### config.mk
export PLATFORM = sky130hd
export DESIGN_NAME = rdt_core_timing
export DESIGN_NICKNAME = d
export VERILOG_FILES = /design/src/rdt_dsp_unit.v /design/src/rdt_addr_pipe.v /design/src/rdt_core_timing.v
export VERILOG_INCLUDE_DIRS = /design/src /design/src/src
export SDC_FILE = /design/constraint.sdc
export NUM_CORES = 1
export LEC_CHECK = 0
export ABC_CLOCK_PERIOD_IN_PS = 19080
export BUFFER_PORTS_ARGS = -buffer_cell sky130_fd_sc_hd__buf_2
export CAP_MARGIN = 20
export CORE_MARGIN = 8
export CORE_UTILIZATION = 50
export DETAILED_ROUTE_END_ITERATION = 10
export GPL_ROUTABILITY_DRIVEN = 0
export PLACE_DENSITY = 0.81
export SETUP_SLACK_MARGIN = 0.3
export SYNTH_ARGS = -nofsm -noshare
export SYNTH_HDL_FRONTEND = slang
export SYNTH_SLANG_ARGS = --single-unit
### constraint.sdc
create_clock -name i_clk -period 19.08 [get_ports i_clk]
set_input_delay 0.954 -clock i_clk [delete_from_list [all_inputs] [get_ports i_clk]]
set_output_delay 0.954 -clock i_clk [all_outputs]
set_load 0.02 [all_outputs]
### src/rdt_defines.vh
// timing constants and codes for the instruction timing controller
`ifndef RDT_DEFINES_VH
`define RDT_DEFINES_VH

// instruction classes presented with each issue request
`define RDT_CLS_SIMPLE 5'h00
`define RDT_CLS_MOVE_DW 5'h01
`define RDT_CLS_SHIFT_DW 5'h02
`define RDT_CLS_LZC 5'h03
`define RDT_CLS_MUL_WORD 5'h04
`define RDT_CLS_MUL_SDW 5'h05
`define RDT_CLS_MUL_UDW 5'h06
`define RDT_CLS_DIV 5'h07
`define RDT_CLS_BRANCH 5'h08
`define RDT_CLS_DBRANCH 5'h09
`define RDT_CLS_CALL_TRAP 5'h0a
`define RDT_CLS_SOFTWARE 5'h0b
`define RDT_CLS_FRAME 5'h0c
`define RDT_CLS_RETURN 5'h0d
`define RDT_CLS_FETCH 5'h0e
`define RDT_CLS_MEM_WORD 5'h0f
`define RDT_CLS_MEM_DWORD 5'h10
`define RDT_CLS_DSP 5'h11

// execution cycle counts
`define RDT_CYC_ONE 10'h001
`define RDT_CYC_TWO 10'h002
`define RDT_CYC_THREE 10'h003
`define RDT_CYC_FOUR 10'h004
`define RDT_CYC_FIVE 10'h005
`define RDT_CYC_SIX 10'h006
`define RDT_CYC_DIV 10'h024
`define RDT_CYC_ZERO 10'h000
`define RDT_SW_LAT_FREE 10'h004
`define RDT_RET_LAT_FREE 10'h002
`define RDT_RET_RAS_WORDS 4'h2
`define RDT_HW_ZERO 4'h0

// extended dsp operations
`define RDT_DSP_MUL_WORD 4'h0
`define RDT_DSP_MUL_UDW 4'h1
`define RDT_DSP_MUL_SDW 4'h2
`define RDT_DSP_MAC 4'h3
`define RDT_DSP_MAC_DW 4'h4
`define RDT_DSP_MSUB 4'h5
`define RDT_DSP_MSUB_DW 4'h6
`define RDT_DSP_HMAC 4'h7
`define RDT_DSP_HMAC_DW 4'h8
`define RDT_DSP_CMUL 4'h9
`define RDT_DSP_CMAC 4'ha
`define RDT_DSP_CSUM 4'hb
`define RDT_DSP_FFT 4'hc

// dsp latencies, issue to result
`define RDT_DLAT_1 4'h1
`define RDT_DLAT_2 4'h2
`define RDT_DLAT_3 4'h3
`define RDT_DLAT_4 4'h4
`define RDT_DLAT_ZERO 4'h0
`define RDT_DLAT_STEP 4'h1

// address pipeline
`define RDT_LAT_STEP 10'h001
`define RDT_REG_STEP 6'h01

`endif

### src/rdt_dsp_unit.v
// multiply/accumulate unit issue and result interlock
`timescale 1ns/10ps
`include "rdt_defines.vh"
module rdt_dsp_unit (
	input wire i_clk,
	input wire i_resetn,
	input wire i_issue,
	input wire [3:0] i_op,
	input wire i_short,
	input wire i_ushort,
	input wire i_is_dsp,
	input wire i_reads_result,
	output wire o_stall
);

	function [3:0] dsp_latency;
		input [3:0] op;
		input short_ops;
		input ushort_ops;
		begin
			case (op)
			`RDT_DSP_MUL_WORD: dsp_latency = short_ops ? `RDT_DLAT_1 : `RDT_DLAT_3;
			`RDT_DSP_MUL_UDW: dsp_latency = ushort_ops ? `RDT_DLAT_2 : `RDT_DLAT_4;
			`RDT_DSP_MUL_SDW: dsp_latency = short_ops ? `RDT_DLAT_3 : `RDT_DLAT_4;
			`RDT_DSP_MAC: dsp_latency = short_ops ? `RDT_DLAT_2 : `RDT_DLAT_3;
			`RDT_DSP_MSUB: dsp_latency = short_ops ? `RDT_DLAT_2 : `RDT_DLAT_3;
			`RDT_DSP_MAC_DW: dsp_latency = short_ops ? `RDT_DLAT_3 : `RDT_DLAT_4;
			`RDT_DSP_MSUB_DW: dsp_latency = short_ops ? `RDT_DLAT_3 : `RDT_DLAT_4;
			`RDT_DSP_HMAC: dsp_latency = `RDT_DLAT_2;
			`RDT_DSP_CSUM: dsp_latency = `RDT_DLAT_2;
			`RDT_DSP_FFT: dsp_latency = `RDT_DLAT_2;
			default: dsp_latency = `RDT_DLAT_4;
			endcase
		end
	endfunction

	reg [3:0] res_cnt_ff;
	reg [3:0] mul_cnt_ff;
	reg [3:0] fin_cnt_ff;
	wire [3:0] lat;
	wire uses_mul;
	wire ends_whole;

	assign lat = dsp_latency(i_op, i_short, i_ushort);
	assign ends_whole = (i_op == `RDT_DSP_CSUM) || (i_op == `RDT_DSP_FFT);
	assign uses_mul = !ends_whole;

	assign o_stall = (i_reads_result && res_cnt_ff != `RDT_DLAT_ZERO) ||
		(i_is_dsp && fin_cnt_ff != `RDT_DLAT_ZERO) ||
		(i_is_dsp && uses_mul && mul_cnt_ff != `RDT_DLAT_ZERO);

	always @(posedge i_clk) begin
		if (!i_resetn) begin
			res_cnt_ff <= `RDT_DLAT_ZERO;
			mul_cnt_ff <= `RDT_DLAT_ZERO;
			fin_cnt_ff <= `RDT_DLAT_ZERO;
		end else if (i_issue) begin
			// the issue cycle itself is not counted, so zero means go
			res_cnt_ff <= lat - `RDT_DLAT_STEP;
			mul_cnt_ff <= (uses_mul && lat > `RDT_DLAT_STEP) ?
				lat - `RDT_DLAT_2 : `RDT_DLAT_ZERO;
			fin_cnt_ff <= ends_whole ? lat - `RDT_DLAT_STEP :
				`RDT_DLAT_ZERO;
		end else begin
			if (res_cnt_ff != `RDT_DLAT_ZERO)
				res_cnt_ff <= res_cnt_ff - `RDT_DLAT_STEP;
			if (mul_cnt_ff != `RDT_DLAT_ZERO)
				mul_cnt_ff <= mul_cnt_ff - `RDT_DLAT_STEP;
			if (fin_cnt_ff != `RDT_DLAT_ZERO)
				fin_cnt_ff <= fin_cnt_ff - `RDT_DLAT_STEP;
		end
	end
endmodule

### src/rdt_addr_pipe.v
// two-stage address pipeline with load scoreboard
`timescale 1ns/10ps
`include "rdt_defines.vh"
module rdt_addr_pipe (
	input wire i_clk,
	input wire i_resetn,
	input wire i_push,
	input wire i_push_two,
	input wire i_write,
	input wire i_external,
	input wire [5:0] i_reg,
	input wire [9:0] i_lat,
	input wire [5:0] i_reg_a,
	input wire [5:0] i_reg_b,
	output wire o_room_one,
	output wire o_room_two,
	output wire o_load_hazard
);

	reg v_ff [0:1];
	reg ld_ff [0:1];
	reg [5:0] tag_ff [0:1];
	reg [9:0] cnt_ff [0:1];
	reg last_ext_read_ff;
	reg nv [0:1];
	reg nld [0:1];
	reg [5:0] ntag [0:1];
	reg [9:0] ncnt [0:1];
	reg [9:0] push_cnt;
	wire [1:0] hit;

	// only entries still waiting for data block a reader
	genvar g;
	generate
		for (g = 0; g < 2; g = g + 1) begin : g_hit
			assign hit[g] = v_ff[g] && ld_ff[g] &&
				cnt_ff[g] != `RDT_CYC_ZERO &&
				(tag_ff[g] == i_reg_a || tag_ff[g] == i_reg_b);
		end
	endgenerate

	assign o_load_hazard = |hit;
	assign o_room_one = !v_ff[1];
	assign o_room_two = !v_ff[0] && !v_ff[1];

	always @* begin
		// lat holds cycles after the request cycle; -1 plus turnaround
		push_cnt = i_lat - `RDT_LAT_STEP;
		if (i_write && i_external && last_ext_read_ff)
			push_cnt = i_lat;
		if (v_ff[0] && cnt_ff[0] == `RDT_CYC_ZERO) begin
			nv[0] = v_ff[1];
			nld[0] = ld_ff[1];
			ntag[0] = tag_ff[1];
			ncnt[0] = cnt_ff[1];
			nv[1] = 1'b0;
		end else begin
			nv[0] = v_ff[0];
			nld[0] = ld_ff[0];
			ntag[0] = tag_ff[0];
			ncnt[0] = v_ff[0] ? cnt_ff[0] - `RDT_LAT_STEP : cnt_ff[0];
			nv[1] = v_ff[1];
		end
		nld[1] = ld_ff[1];
		ntag[1] = tag_ff[1];
		ncnt[1] = cnt_ff[1];
		if (i_push) begin
			if (!nv[0]) begin
				nv[0] = 1'b1;
				nld[0] = !i_write;
				ntag[0] = i_reg;
				ncnt[0] = push_cnt;
				if (i_push_two) begin
					nv[1] = 1'b1;
					nld[1] = !i_write;
					ntag[1] = i_reg + `RDT_REG_STEP;
					ncnt[1] = i_lat - `RDT_LAT_STEP;
				end
			end else begin
				nv[1] = 1'b1;
				nld[1] = !i_write;
				ntag[1] = i_reg;
				ncnt[1] = push_cnt;
			end
		end
	end

	always @(posedge i_clk) begin
		if (!i_resetn) begin
			v_ff[0] <= 1'b0;
			v_ff[1] <= 1'b0;
			ld_ff[0] <= 1'b0;
			ld_ff[1] <= 1'b0;
			tag_ff[0] <= 6'h00;
			tag_ff[1] <= 6'h00;
			cnt_ff[0] <= `RDT_CYC_ZERO;
			cnt_ff[1] <= `RDT_CYC_ZERO;
			last_ext_read_ff <= 1'b0;
		end else begin
			v_ff[0] <= nv[0];
			v_ff[1] <= nv[1];
			ld_ff[0] <= nld[0];
			ld_ff[1] <= nld[1];
			tag_ff[0] <= ntag[0];
			tag_ff[1] <= ntag[1];
			cnt_ff[0] <= ncnt[0];
			cnt_ff[1] <= ncnt[1];
			if (i_push)
				last_ext_read_ff <= i_external && !i_write;
		end
	end
endmodule

### src/rdt_core_timing.v
// instruction timing and interlock controller of the risc/dsp core
`timescale 1ns/10ps
`include "rdt_defines.vh"
module rdt_core_timing (
	input wire i_clk,
	input wire i_resetn,
	input wire i_valid,
	input wire [4:0] i_class,
	input wire [3:0] i_dsp_op,
	input wire i_ops_short,
	input wire i_ops_ushort,
	input wire i_taken,
	input wire i_target_cached,
	input wire [3:0] i_delay_cycles,
	input wire [3:0] i_word_count,
	input wire i_stack_mode,
	input wire i_mem_write,
	input wire i_mem_internal,
	input wire i_mem_ras,
	input wire [5:0] i_mem_reg,
	input wire [5:0] i_reg_a,
	input wire [5:0] i_reg_b,
	input wire i_reads_dsp_result,
	input wire [3:0] i_need_hw,
	input wire [3:0] i_have_hw,
	input wire [3:0] i_setup_cycles,
	input wire [3:0] i_access_cycles,
	input wire [3:0] i_precharge_cycles,
	input wire [3:0] i_ras_cas_cycles,
	input wire [3:0] i_bus_cycles,
	input wire [3:0] i_write_latency,
	input wire [3:0] i_congest_cycles,
	output wire o_ready,
	output wire o_idle_wait,
	output wire o_busy,
	output wire [9:0] o_cycles,
	output wire o_done
);

	localparam ST_IDLE = 1'b0;
	localparam ST_EXEC = 1'b1;

	// latency beyond a free allowance, never negative
	function [9:0] excess;
		input [9:0] lat;
		input [9:0] free;
		begin
			excess = (lat > free) ? lat - free : `RDT_CYC_ZERO;
		end
	endfunction

	function [9:0] widen;
		input [3:0] v;
		begin
			widen = {6'h00, v};
		end
	endfunction

	reg state_ff;
	reg nxt_state;
	reg [9:0] cnt_ff;
	reg [9:0] nxt_cnt;
	reg [9:0] cycles_ff;
	reg done_ff;
	reg nxt_done;
	reg [9:0] cost;
	reg mem_blocked;

	wire [9:0] read_lat;
	wire [9:0] ras_lat;
	wire [9:0] slot_free;
	wire [9:0] write_lat;
	wire [9:0] hw_missing;
	wire [9:0] refill_pairs;
	wire [7:0] word_bus;
	wire [7:0] pair_bus;
	wire [9:0] push_cost;
	wire [9:0] pull_cost;
	wire is_mem;
	wire is_dword;
	wire is_dsp;
	wire accept;
	wire room_one;
	wire room_two;
	wire load_hazard;
	wire dsp_stall;
	wire stall;

	assign ras_lat = widen(i_precharge_cycles) + widen(i_ras_cas_cycles);

	// congestion cycles add to every kind of read, not to stack pushes, pulls or refills
	assign read_lat = i_mem_internal ? `RDT_CYC_ONE + widen(i_congest_cycles) :
		i_mem_ras ? ras_lat + widen(i_access_cycles) + `RDT_CYC_ONE +
			widen(i_congest_cycles) :
		widen(i_setup_cycles) + widen(i_access_cycles) + `RDT_CYC_ONE +
			widen(i_congest_cycles);

	// delay slots hide latency up to their cycles minus one
	assign slot_free = (i_delay_cycles == `RDT_HW_ZERO) ? `RDT_CYC_ZERO :
		widen(i_delay_cycles) - `RDT_CYC_ONE;

	// a zero write latency is still one cycle
	assign write_lat = (i_write_latency == `RDT_HW_ZERO) ? `RDT_CYC_ONE :
		widen(i_write_latency);

	assign word_bus = i_word_count * i_bus_cycles;

	assign push_cost = (i_word_count == `RDT_HW_ZERO) ? `RDT_CYC_ZERO :
		write_lat + {2'b00, word_bus};

	assign pull_cost = (i_word_count == `RDT_HW_ZERO) ? `RDT_CYC_ZERO :
		((i_word_count > `RDT_RET_RAS_WORDS) ? ras_lat : `RDT_CYC_ZERO) +
		{2'b00, word_bus};

	// an odd missing half-word still costs a whole bus access
	assign hw_missing = (i_need_hw > i_have_hw) ?
		widen(i_need_hw) - widen(i_have_hw) : `RDT_CYC_ZERO;
	assign refill_pairs = (hw_missing + `RDT_CYC_ONE) >> 1;
	assign pair_bus = refill_pairs[3:0] * i_bus_cycles;

	assign is_mem = (i_class == `RDT_CLS_MEM_WORD) ||
		(i_class == `RDT_CLS_MEM_DWORD);
	assign is_dword = (i_class == `RDT_CLS_MEM_DWORD);
	assign is_dsp = (i_class == `RDT_CLS_DSP);

	always @* begin
		case (i_class)
		`RDT_CLS_MOVE_DW,
		`RDT_CLS_SHIFT_DW,
		`RDT_CLS_LZC: cost = `RDT_CYC_TWO;
		`RDT_CLS_MUL_WORD:
			cost = i_ops_short ? `RDT_CYC_FOUR : `RDT_CYC_FIVE;
		`RDT_CLS_MUL_SDW:
			cost = i_ops_short ? `RDT_CYC_FIVE : `RDT_CYC_SIX;
		`RDT_CLS_MUL_UDW:
			cost = i_ops_ushort ? `RDT_CYC_FOUR : `RDT_CYC_SIX;
		`RDT_CLS_DIV: cost = `RDT_CYC_DIV;
		`RDT_CLS_BRANCH: begin
			if (!i_taken)
				cost = `RDT_CYC_ONE;
			else if (i_target_cached)
				cost = `RDT_CYC_TWO;
			else
				cost = `RDT_CYC_TWO + read_lat;
		end
		`RDT_CLS_DBRANCH: begin
			if (!i_taken || i_target_cached)
				cost = `RDT_CYC_ONE;
			else
				cost = `RDT_CYC_ONE + excess(read_lat, slot_free);
		end
		`RDT_CLS_CALL_TRAP:
			cost = i_taken ? `RDT_CYC_TWO + read_lat : `RDT_CYC_ONE;
		`RDT_CLS_SOFTWARE:
			cost = `RDT_CYC_SIX + excess(read_lat, `RDT_SW_LAT_FREE);
		`RDT_CLS_FRAME: cost = `RDT_CYC_THREE + push_cost;
		`RDT_CLS_RETURN:
			cost = `RDT_CYC_FOUR + excess(read_lat, `RDT_RET_LAT_FREE) +
				pull_cost;
		`RDT_CLS_FETCH: begin
			if (hw_missing == `RDT_CYC_ZERO)
				cost = `RDT_CYC_ONE;
			else
				cost = `RDT_CYC_ONE + {2'b00, pair_bus};
		end
		`RDT_CLS_MEM_WORD:
			cost = i_stack_mode ? `RDT_CYC_THREE : `RDT_CYC_ONE;
		`RDT_CLS_MEM_DWORD: cost = `RDT_CYC_TWO;
		`RDT_CLS_DSP: cost = `RDT_CYC_ONE;
		default: cost = `RDT_CYC_ONE;
		endcase
	end

	// a double-word needs both stages, so it never halts mid-pair
	always @* begin
		mem_blocked = 1'b0;
		if (is_mem)
			mem_blocked = is_dword ? !room_two : !room_one;
	end

	// waits are idle cycles the program never sees
	assign stall = mem_blocked || load_hazard || dsp_stall;
	assign o_ready = (state_ff == ST_IDLE) && !stall;
	assign o_idle_wait = (state_ff == ST_IDLE) && i_valid && stall;
	assign accept = i_valid && o_ready;

	rdt_addr_pipe u_addr_pipe (
		.i_clk(i_clk),
		.i_resetn(i_resetn),
		.i_push(accept && is_mem),
		.i_push_two(is_dword),
		.i_write(i_mem_write),
		.i_external(!i_mem_internal),
		.i_reg(i_mem_reg),
		.i_lat(read_lat),
		.i_reg_a(i_reg_a),
		.i_reg_b(i_reg_b),
		.o_room_one(room_one),
		.o_room_two(room_two),
		.o_load_hazard(load_hazard)
	);

	// non-dsp instructions that do not read its pending result keep flowing while the unit works
	rdt_dsp_unit u_dsp_unit (
		.i_clk(i_clk),
		.i_resetn(i_resetn),
		.i_issue(accept && is_dsp),
		.i_op(i_dsp_op),
		.i_short(i_ops_short),
		.i_ushort(i_ops_ushort),
		.i_is_dsp(is_dsp),
		.i_reads_result(i_reads_dsp_result),
		.o_stall(dsp_stall)
	);

	always @* begin
		nxt_state = state_ff;
		nxt_cnt = cnt_ff;
		nxt_done = 1'b0;
		case (state_ff)
		ST_IDLE: begin
			if (accept) begin
				if (cost == `RDT_CYC_ONE) begin
					nxt_done = 1'b1;
				end else begin
					nxt_state = ST_EXEC;
					nxt_cnt = cost - `RDT_CYC_ONE;
				end
			end
		end
		ST_EXEC: begin
			if (cnt_ff == `RDT_CYC_ONE) begin
				nxt_state = ST_IDLE;
				nxt_done = 1'b1;
				nxt_cnt = `RDT_CYC_ZERO;
			end else begin
				nxt_cnt = cnt_ff - `RDT_CYC_ONE;
			end
		end
		default: begin
			nxt_state = ST_IDLE;
			nxt_cnt = `RDT_CYC_ZERO;
		end
		endcase
	end

	always @(posedge i_clk) begin
		if (!i_resetn) begin
			state_ff <= ST_IDLE;
			cnt_ff <= `RDT_CYC_ZERO;
			cycles_ff <= `RDT_CYC_ZERO;
			done_ff <= 1'b0;
		end else begin
			state_ff <= nxt_state;
			cnt_ff <= nxt_cnt;
			done_ff <= nxt_done;
			if (accept)
				cycles_ff <= cost;
		end
	end

	assign o_busy = (state_ff == ST_EXEC);
	assign o_cycles = cycles_ff;
	assign o_done = done_ff;
endmodule

==> results of run 1 <==
[area by class of cell]
| type | instances | area, um^2 | share of cell area, % |
|---|---|---|---|
| Antenna cell | 1 | 2.50 | 0.0238 |
| Clock buffer | 10 | 239 | 2.27 |
| Clock inverter | 6 | 68.8 | 0.655 |
| Inverter | 101 | 379 | 3.61 |
| Multi-Input combinational cell | 1043 | 7590 | 72.2 |
| Sequential cell | 70 | 1400 | 13.3 |
| Tap cell | 234 | 293 | 2.79 |
| Timing Repair Buffer | 103 | 533 | 5.07 |
[flip-flops by register name, summed over array words and instances, names as in the netlist, 2 cells and up]
signal and cells:
cnt_ff 10, o_cycles 10, u_addr_pipe.cnt_ff 19, u_addr_pipe.ld_ff 2, u_addr_pipe.tag_ff 12, u_addr_pipe.v_ff 2
u_dsp_unit.fin_cnt_ff 4, u_dsp_unit.mul_cnt_ff 4, u_dsp_unit.res_cnt_ff 4
[how the worst min path moves through the flow]
stage	depth (start not counted)	endpoint	slack, ns
after CTS	2	u_addr_pipe.cnt_ff[0][14]	0.47
final	2	u_addr_pipe.v_ff[0][1]	0.48
after global routing	2	u_addr_pipe.cnt_ff[0][14]	0.50
after global placement	2	u_addr_pipe.v_ff[0][1]	0.46
after detailed placement	2	u_addr_pipe.v_ff[0][1]	0.47
after floorplan	2	u_addr_pipe.cnt_ff[0][12]	0.44
[tightest hold or removal path, stage by stage, from the launching register on]
cell	delay, ns
dfxtp_1	0.32
nand2_1	0.06
a21oi_1	0.05
[cells in the final DEF, fill, tap and decap left out, drive strengths merged, types with 40 or more instances in the layout]
cell type / synthesis / layout
o21ai: 40 / 40
nand2: 99 / 99
buf: 11 / 103
a211oi: 40 / 40
dfxtp: 70 / 70
inv: 100 / 101
a21oi: 73 / 73
nor2: 134 / 134
nor3: 42 / 42
xnor2: 70 / 70
ha: 105 / 105
[power by group through the flow]
stage	Sequential [W]	Clock (W)	Combinational, W
after floorplan	0.000203	0	0.000507
after global placement	0.000201	0	0.000631
after detailed placement	0.000202	0	0.000650
after CTS	0.000199	0.000174	0.000656
after global routing	0.000204	0.000181	0.000740
final	0.000200	0.000171	0.000663
[synthesized netlist by cell type, drive strengths merged (40+ instances only)]
cell      n
nor2    134
ha      105
inv     100
nand2    99
a21oi    73
dfxtp    70
xnor2    70
nor3     42
a211oi   40
o21ai    40
[stage by stage]
stage,utilization (%),worst slack (ns),cell area [um^2]
after CTS,56.2,10.70,10500
after global routing,56.2,10.13,10500
after global placement,54.5,10.65,10200
after floorplan,-,11.20,9550
final,56.2,10.56,10500
after detailed placement,54.5,10.35,10200
[routing by layer]
layer / GRT usage [%] / routed length (um)
met3: 4.82 / 2200
met5: 0 / 10
met4: 9.47 / 771
met2: 35.7 / 11700
met1: 27.3 / 11200
[cells by family after synthesis]
family / synth area share (%)
compound gates: 21.0
flops: 14.7
other cells: 0.0393
mux: 2.08
simple gates: 28.0
fa+ha+maj: 18.4
buf+inv: 5.88
xor+xnor: 9.93
==> flow_summary.ini, run 1 <==
[critical_path]
cpMostUsedCell = ha_1
cp.required_ns = 19.33
crit_start = i_precharge_cycles[0]
r2r_cells = 12
r2r-end = u_addr_pipe.cnt_ff[0][6]
r2r-start = u_dsp_unit.fin_cnt_ff[0]
worstSetupStartpointType = primary input
path_depth = 31
path_class = in -> reg
crit_path_top_delay_cell = and2_1
worstPathArrival_ns = 8.77
ff2ff_setup_slack_ns = 14.90
path_max_fanout = 13
cpLargestDelayFamily = simple AND/OR/NAND/NOR gates
crit_end = cnt_ff[0]
path_buf_inv = 4
slowest_delay_ns = 0.53
end_kind = register

[power]
swShare_pct = 45.6
finalPower_w = 0.00103
clockPowerShare_pct = 16.6
ir_worst_vdd_uv = 47.9
p_per_area_nw_per_um2 = 98.4
p_int_w = 0.000562
p_leak_nw = 4.70
netSwitchingPower_w = 0.000472
combinationalPowerShare_pct = 64.1
p_seq_share_pct = 19.3

[flow_run]
maxCapViolCount = 0

[timing]
period_share_pct = 44.7
fin_tns_setup_ns = 0
rsz0062_at_grt = false
max_slew_margin_pct = 29.9
timing.final.max_slew_violations = 0
hold_viol_final = 0
hold_slack_ns = 0.477
final-setup-viol-count = 0
skew_ns = 0.00915
worstMarginPinSlew_ns = 1.04
max_freq_mhz = 117
post-route-min-period_ns = 8.52

[synth]
synth_edf_count = 0
synth_area_leaders = dfxtp_1, ha_1, xnor2_1
seq_area_frac_synth_pct = 14.7
synth_top_cell_by_area = dfxtp_1
syn_avg_cell_area_um2 = 7.60
netlist_instances = 1256
yosysUniqueCellTypes = 91
synth-seq-cells = 70
yosysWarnings = 0
async_flop_share_pct = 0
synth_top_area_share_pct = 14.7
syn_area_um2 = 9550
synthFlopType = dfxtp_1

[clock_tree]
ctsHoldBuffers = 0
root_buffer = clkbuf_16
clkTransAtPathRegs_ns = 0.06
htreeDepth = 3
cts-buffers-inserted = 9
clockBufferDepth = 2
cts-resized-gates = 0
cts_tree = built
clk_latency_ns = 0.34
clkSinkCount = 70
cts_setup_buffers = 0

[routing]
drt_iter0_drc = 789
wl_per_cell_um = 16.5
drt-total-wl_mm = 25.9
vias = 9490
via_per_inst = 6.05
drc = 0
dr.pass1.iters = 6
drtAntennaViolNets = 0

[layout]
drive_above_1_share_pct = 12.0
area_growth_syn_to_layout_pct = 10.1
fin_cells = 1568
fill_cells = 1699
fin_nets = 1538

[floorplan]
die_x_um = 154
rows = 50
core_um2 = 18700
fp.dieArea_um2 = 23800
start_util_pct = 51.0
io_pins = 97
die_h_um = 154

[grt]
antenna_found_initial = 2
track_usage_pct = 21.9
grt_overflow = 0
grt_max_degree = 45
grt_pass1_wl_mm = 43.9
grt_pass1_vias = 9283

[min_path]
hp-class = reg -> reg
hp-start = u_addr_pipe.v_ff[0][1]

[placed_design]
dp_cells = 1551
port_buffers = 96
post-dp-hpwl_mm = 21.0

[outcome]
status = finished, final reports clean
Note: power is estimated with default switching activity, not from simulation.
==> run 2, diff against run 1 <==
--- a/config.mk
+++ b/config.mk
@@ -6,14 +6,14 @@
 export SDC_FILE = /design/constraint.sdc
 export NUM_CORES = 1
 export LEC_CHECK = 0
-export ABC_CLOCK_PERIOD_IN_PS = 19080
+export ABC_CLOCK_PERIOD_IN_PS = 7000
 export BUFFER_PORTS_ARGS = -buffer_cell sky130_fd_sc_hd__buf_2
 export CAP_MARGIN = 20
 export CORE_MARGIN = 8
 export CORE_UTILIZATION = 50
 export DETAILED_ROUTE_END_ITERATION = 10
 export GPL_ROUTABILITY_DRIVEN = 0
-export PLACE_DENSITY = 0.81
+export PLACE_DENSITY = 0.84
 export SETUP_SLACK_MARGIN = 0.3
 export SYNTH_ARGS = -nofsm -noshare
 export SYNTH_HDL_FRONTEND = slang
==> constraint.sdc (replaced) <==
create_clock -name i_clk -period 7 [get_ports i_clk]
set_input_delay 0.35 -clock i_clk [delete_from_list [all_inputs] [get_ports i_clk]]
set_output_delay 0.35 -clock i_clk [all_outputs]
set_load 0.02 [all_outputs]
==> run 2 against run 1 <==
Wire length is 9.7% higher; clock skew decreased by 0.0014 ns; largest cell class unchanged; worst setup slack lost 10 ns; total power increased to 3.0 times the previous value.
==> flow_summary.ini, run 2 (synthesis results as in run 1) <==
[layout]
regArea_um2 = 1400
fin_nets = 1581
final_cell_mix = nor2_1, nand2_1, ha_1
largest_reg_flops = 19
reg_top3 = u_addr_pipe.cnt_ff: 19 flops, u_addr_pipe.tag_ff: 12 flops
fill_cells = 1588
multi_input_area_um2 = 7850
final_common_cell = nor2_1
regMostFlops = u_addr_pipe.cnt_ff
finish.utilization_pct = 59.3
area_growth_syn_to_layout_pct = 16.1
drive_above_1_share_pct = 17.4
n_antenna_cell = 0

[timing]
max_freq_mhz = 150
worstMarginPinSlew_ns = 1.09
max_slew_margin_pct = 27.4
post-route-min-period_ns = 6.65
skew_ns = 0.00778
fin_tns_setup_ns = 0
final-setup-viol-count = 0
hold_slack_ns = 0.258
hold_viol_final = 0
timing.final.max_slew_violations = 0
rsz0062_at_grt = true
period_share_pct = 95.0

[clock_tree]
cts_tree = built
cts-buffers-inserted = 9
clockBufferDepth = 2
clkSinkCount = 70
clkTransAtPathRegs_ns = 0.07
clk_latency_ns = 0.34
htreeDepth = 3
root_buffer = clkbuf_16

[critical_path]
path_max_fanout = 5
r2r-start = u_dsp_unit.fin_cnt_ff[0]
cp.required_ns = 7.24
r2r-end = u_addr_pipe.cnt_ff[0][9]
path_class = in -> reg
r2r_cells = 11
worstSetupStartpointType = primary input
end_kind = register
slowest_delay_ns = 0.55
worstPathArrival_ns = 6.90
ff2ff_setup_slack_ns = 2.13
crit_end = cnt_ff[0]
crit_path_top_delay_cell = or4_1
cpMostUsedCell = ha_4
crit_start = i_ras_cas_cycles[0]

[power]
finalPower_w = 0.00310
p_leak_nw = 4.94
p_per_area_nw_per_um2 = 280
ir_worst_vdd_uv = 167

[routing]
drt-total-wl_mm = 28.4
wl_per_cell_um = 17.7
drtAntennaViolNets = 0
vias = 9903
drc = 0
dr.pass1.iters = 8
drt_iter0_drc = 743
via_per_inst = 6.15

[floorplan]
fp.dieArea_um2 = 23800
die_x_um = 154
die_h_um = 154
rows = 50
core_um2 = 18700
start_util_pct = 51.0
io_pins = 97

[grt]
grt_pass1_vias = 9383
track_usage_pct = 22.6
grt_max_degree = 65
grt_overflow = 0
antenna_found_initial = 1
grt_pass1_wl_mm = 45.2

[flow_run]
maxCapViolCount = 0

[placed_design]
post-dp-hpwl_mm = 21.7
port_buffers = 96

[outcome]
status = finished, final reports clean

[min_path]
hp-class = in -> reg
[run 2: cell types whose count changed in the layout (fill, tap and decap cells not counted), moves of 4 or more]
cell,before,now
buf_4,7,49
ha_1,105,97
ha_2,0,4
ha_4,0,4
o21ai_0,38,34
[run 2: how the worst min path moves through the flow]
stage	start	end	slack, ns	cells after the start
2_1_floorplan	u_addr_pipe.cnt_ff[0][12]	u_addr_pipe.cnt_ff[0][12]	0.44	2
3_5_place_dp	u_addr_pipe.cnt_ff[0][14]	u_addr_pipe.cnt_ff[0][14]	0.47	2
4_1_cts	i_mem_write	u_addr_pipe.ld_ff[0][1]	0.25	2
6_report	i_mem_write	u_addr_pipe.ld_ff[0][1]	0.26	2
5_1_grt	i_mem_write	u_addr_pipe.ld_ff[0][1]	0.26	2
3_3_place_gp	u_addr_pipe.v_ff[0][1]	u_addr_pipe.v_ff[0][1]	0.46	2
[run 2: cell type report]
type                       count  share of cell area, %
tap                          234                   2.64
timing repair buffer         146                   7.87
sequential                    70                   12.6
clock buffer                   9                   2.03
clock inverter                 7                  0.576
multi-input combinational   1043                   70.8
inverter                     101                   3.44
[run 2: critical path, delay by kind of cell]
kind | cells | cell delay (ns)
AOI/OAI and AO/OA | 9 | 1.68
xor gates and xnor gates | 2 | 0.36
adders and majority gates | 7 | 2.01
buffers and inverters | 4 | 0.38
and+or+nand+nor | 9 | 2.10
[run 2: stage by stage]
stage / instances / setup slack, ns / cell area (um^2)
after detailed placement: 1580 / -0.00606 / 10500
after floorplan: 1258 / 0.320 / 9660
after CTS: 1596 / 0.305 / 10800
after global placement: 1580 / 0.115 / 10500
final: 1610 / 0.349 / 11100
after global routing: 1610 / 0.166 / 11100
[run 2: power by group]
part,switching [W],internal [W],leakage (nW)
Combinational,0.00118,0.000920,4.23
Clock,0.000206,0.000248,0.136
Sequential,0.0000683,0.000475,0.570
[run 2: repair_timing]
action,in CTS,in global routing
hold buffers,0,0
setup endpoints to repair,0,12
gates resized for setup,0,35
endpoints found under the hold margin,0,0
setup buffers,0,14
[run 2: metal layers]
metal | track usage (%) | wire, um | vias up
li1 | - | - | 4742
met2 | 37.2 | 12900 | 466
met5 | 0 | 8 | -
met1 | 28.0 | 11900 | 4580
met3 | 4.96 | 2450 | 113
met4 | 9.57 | 1140 | 2
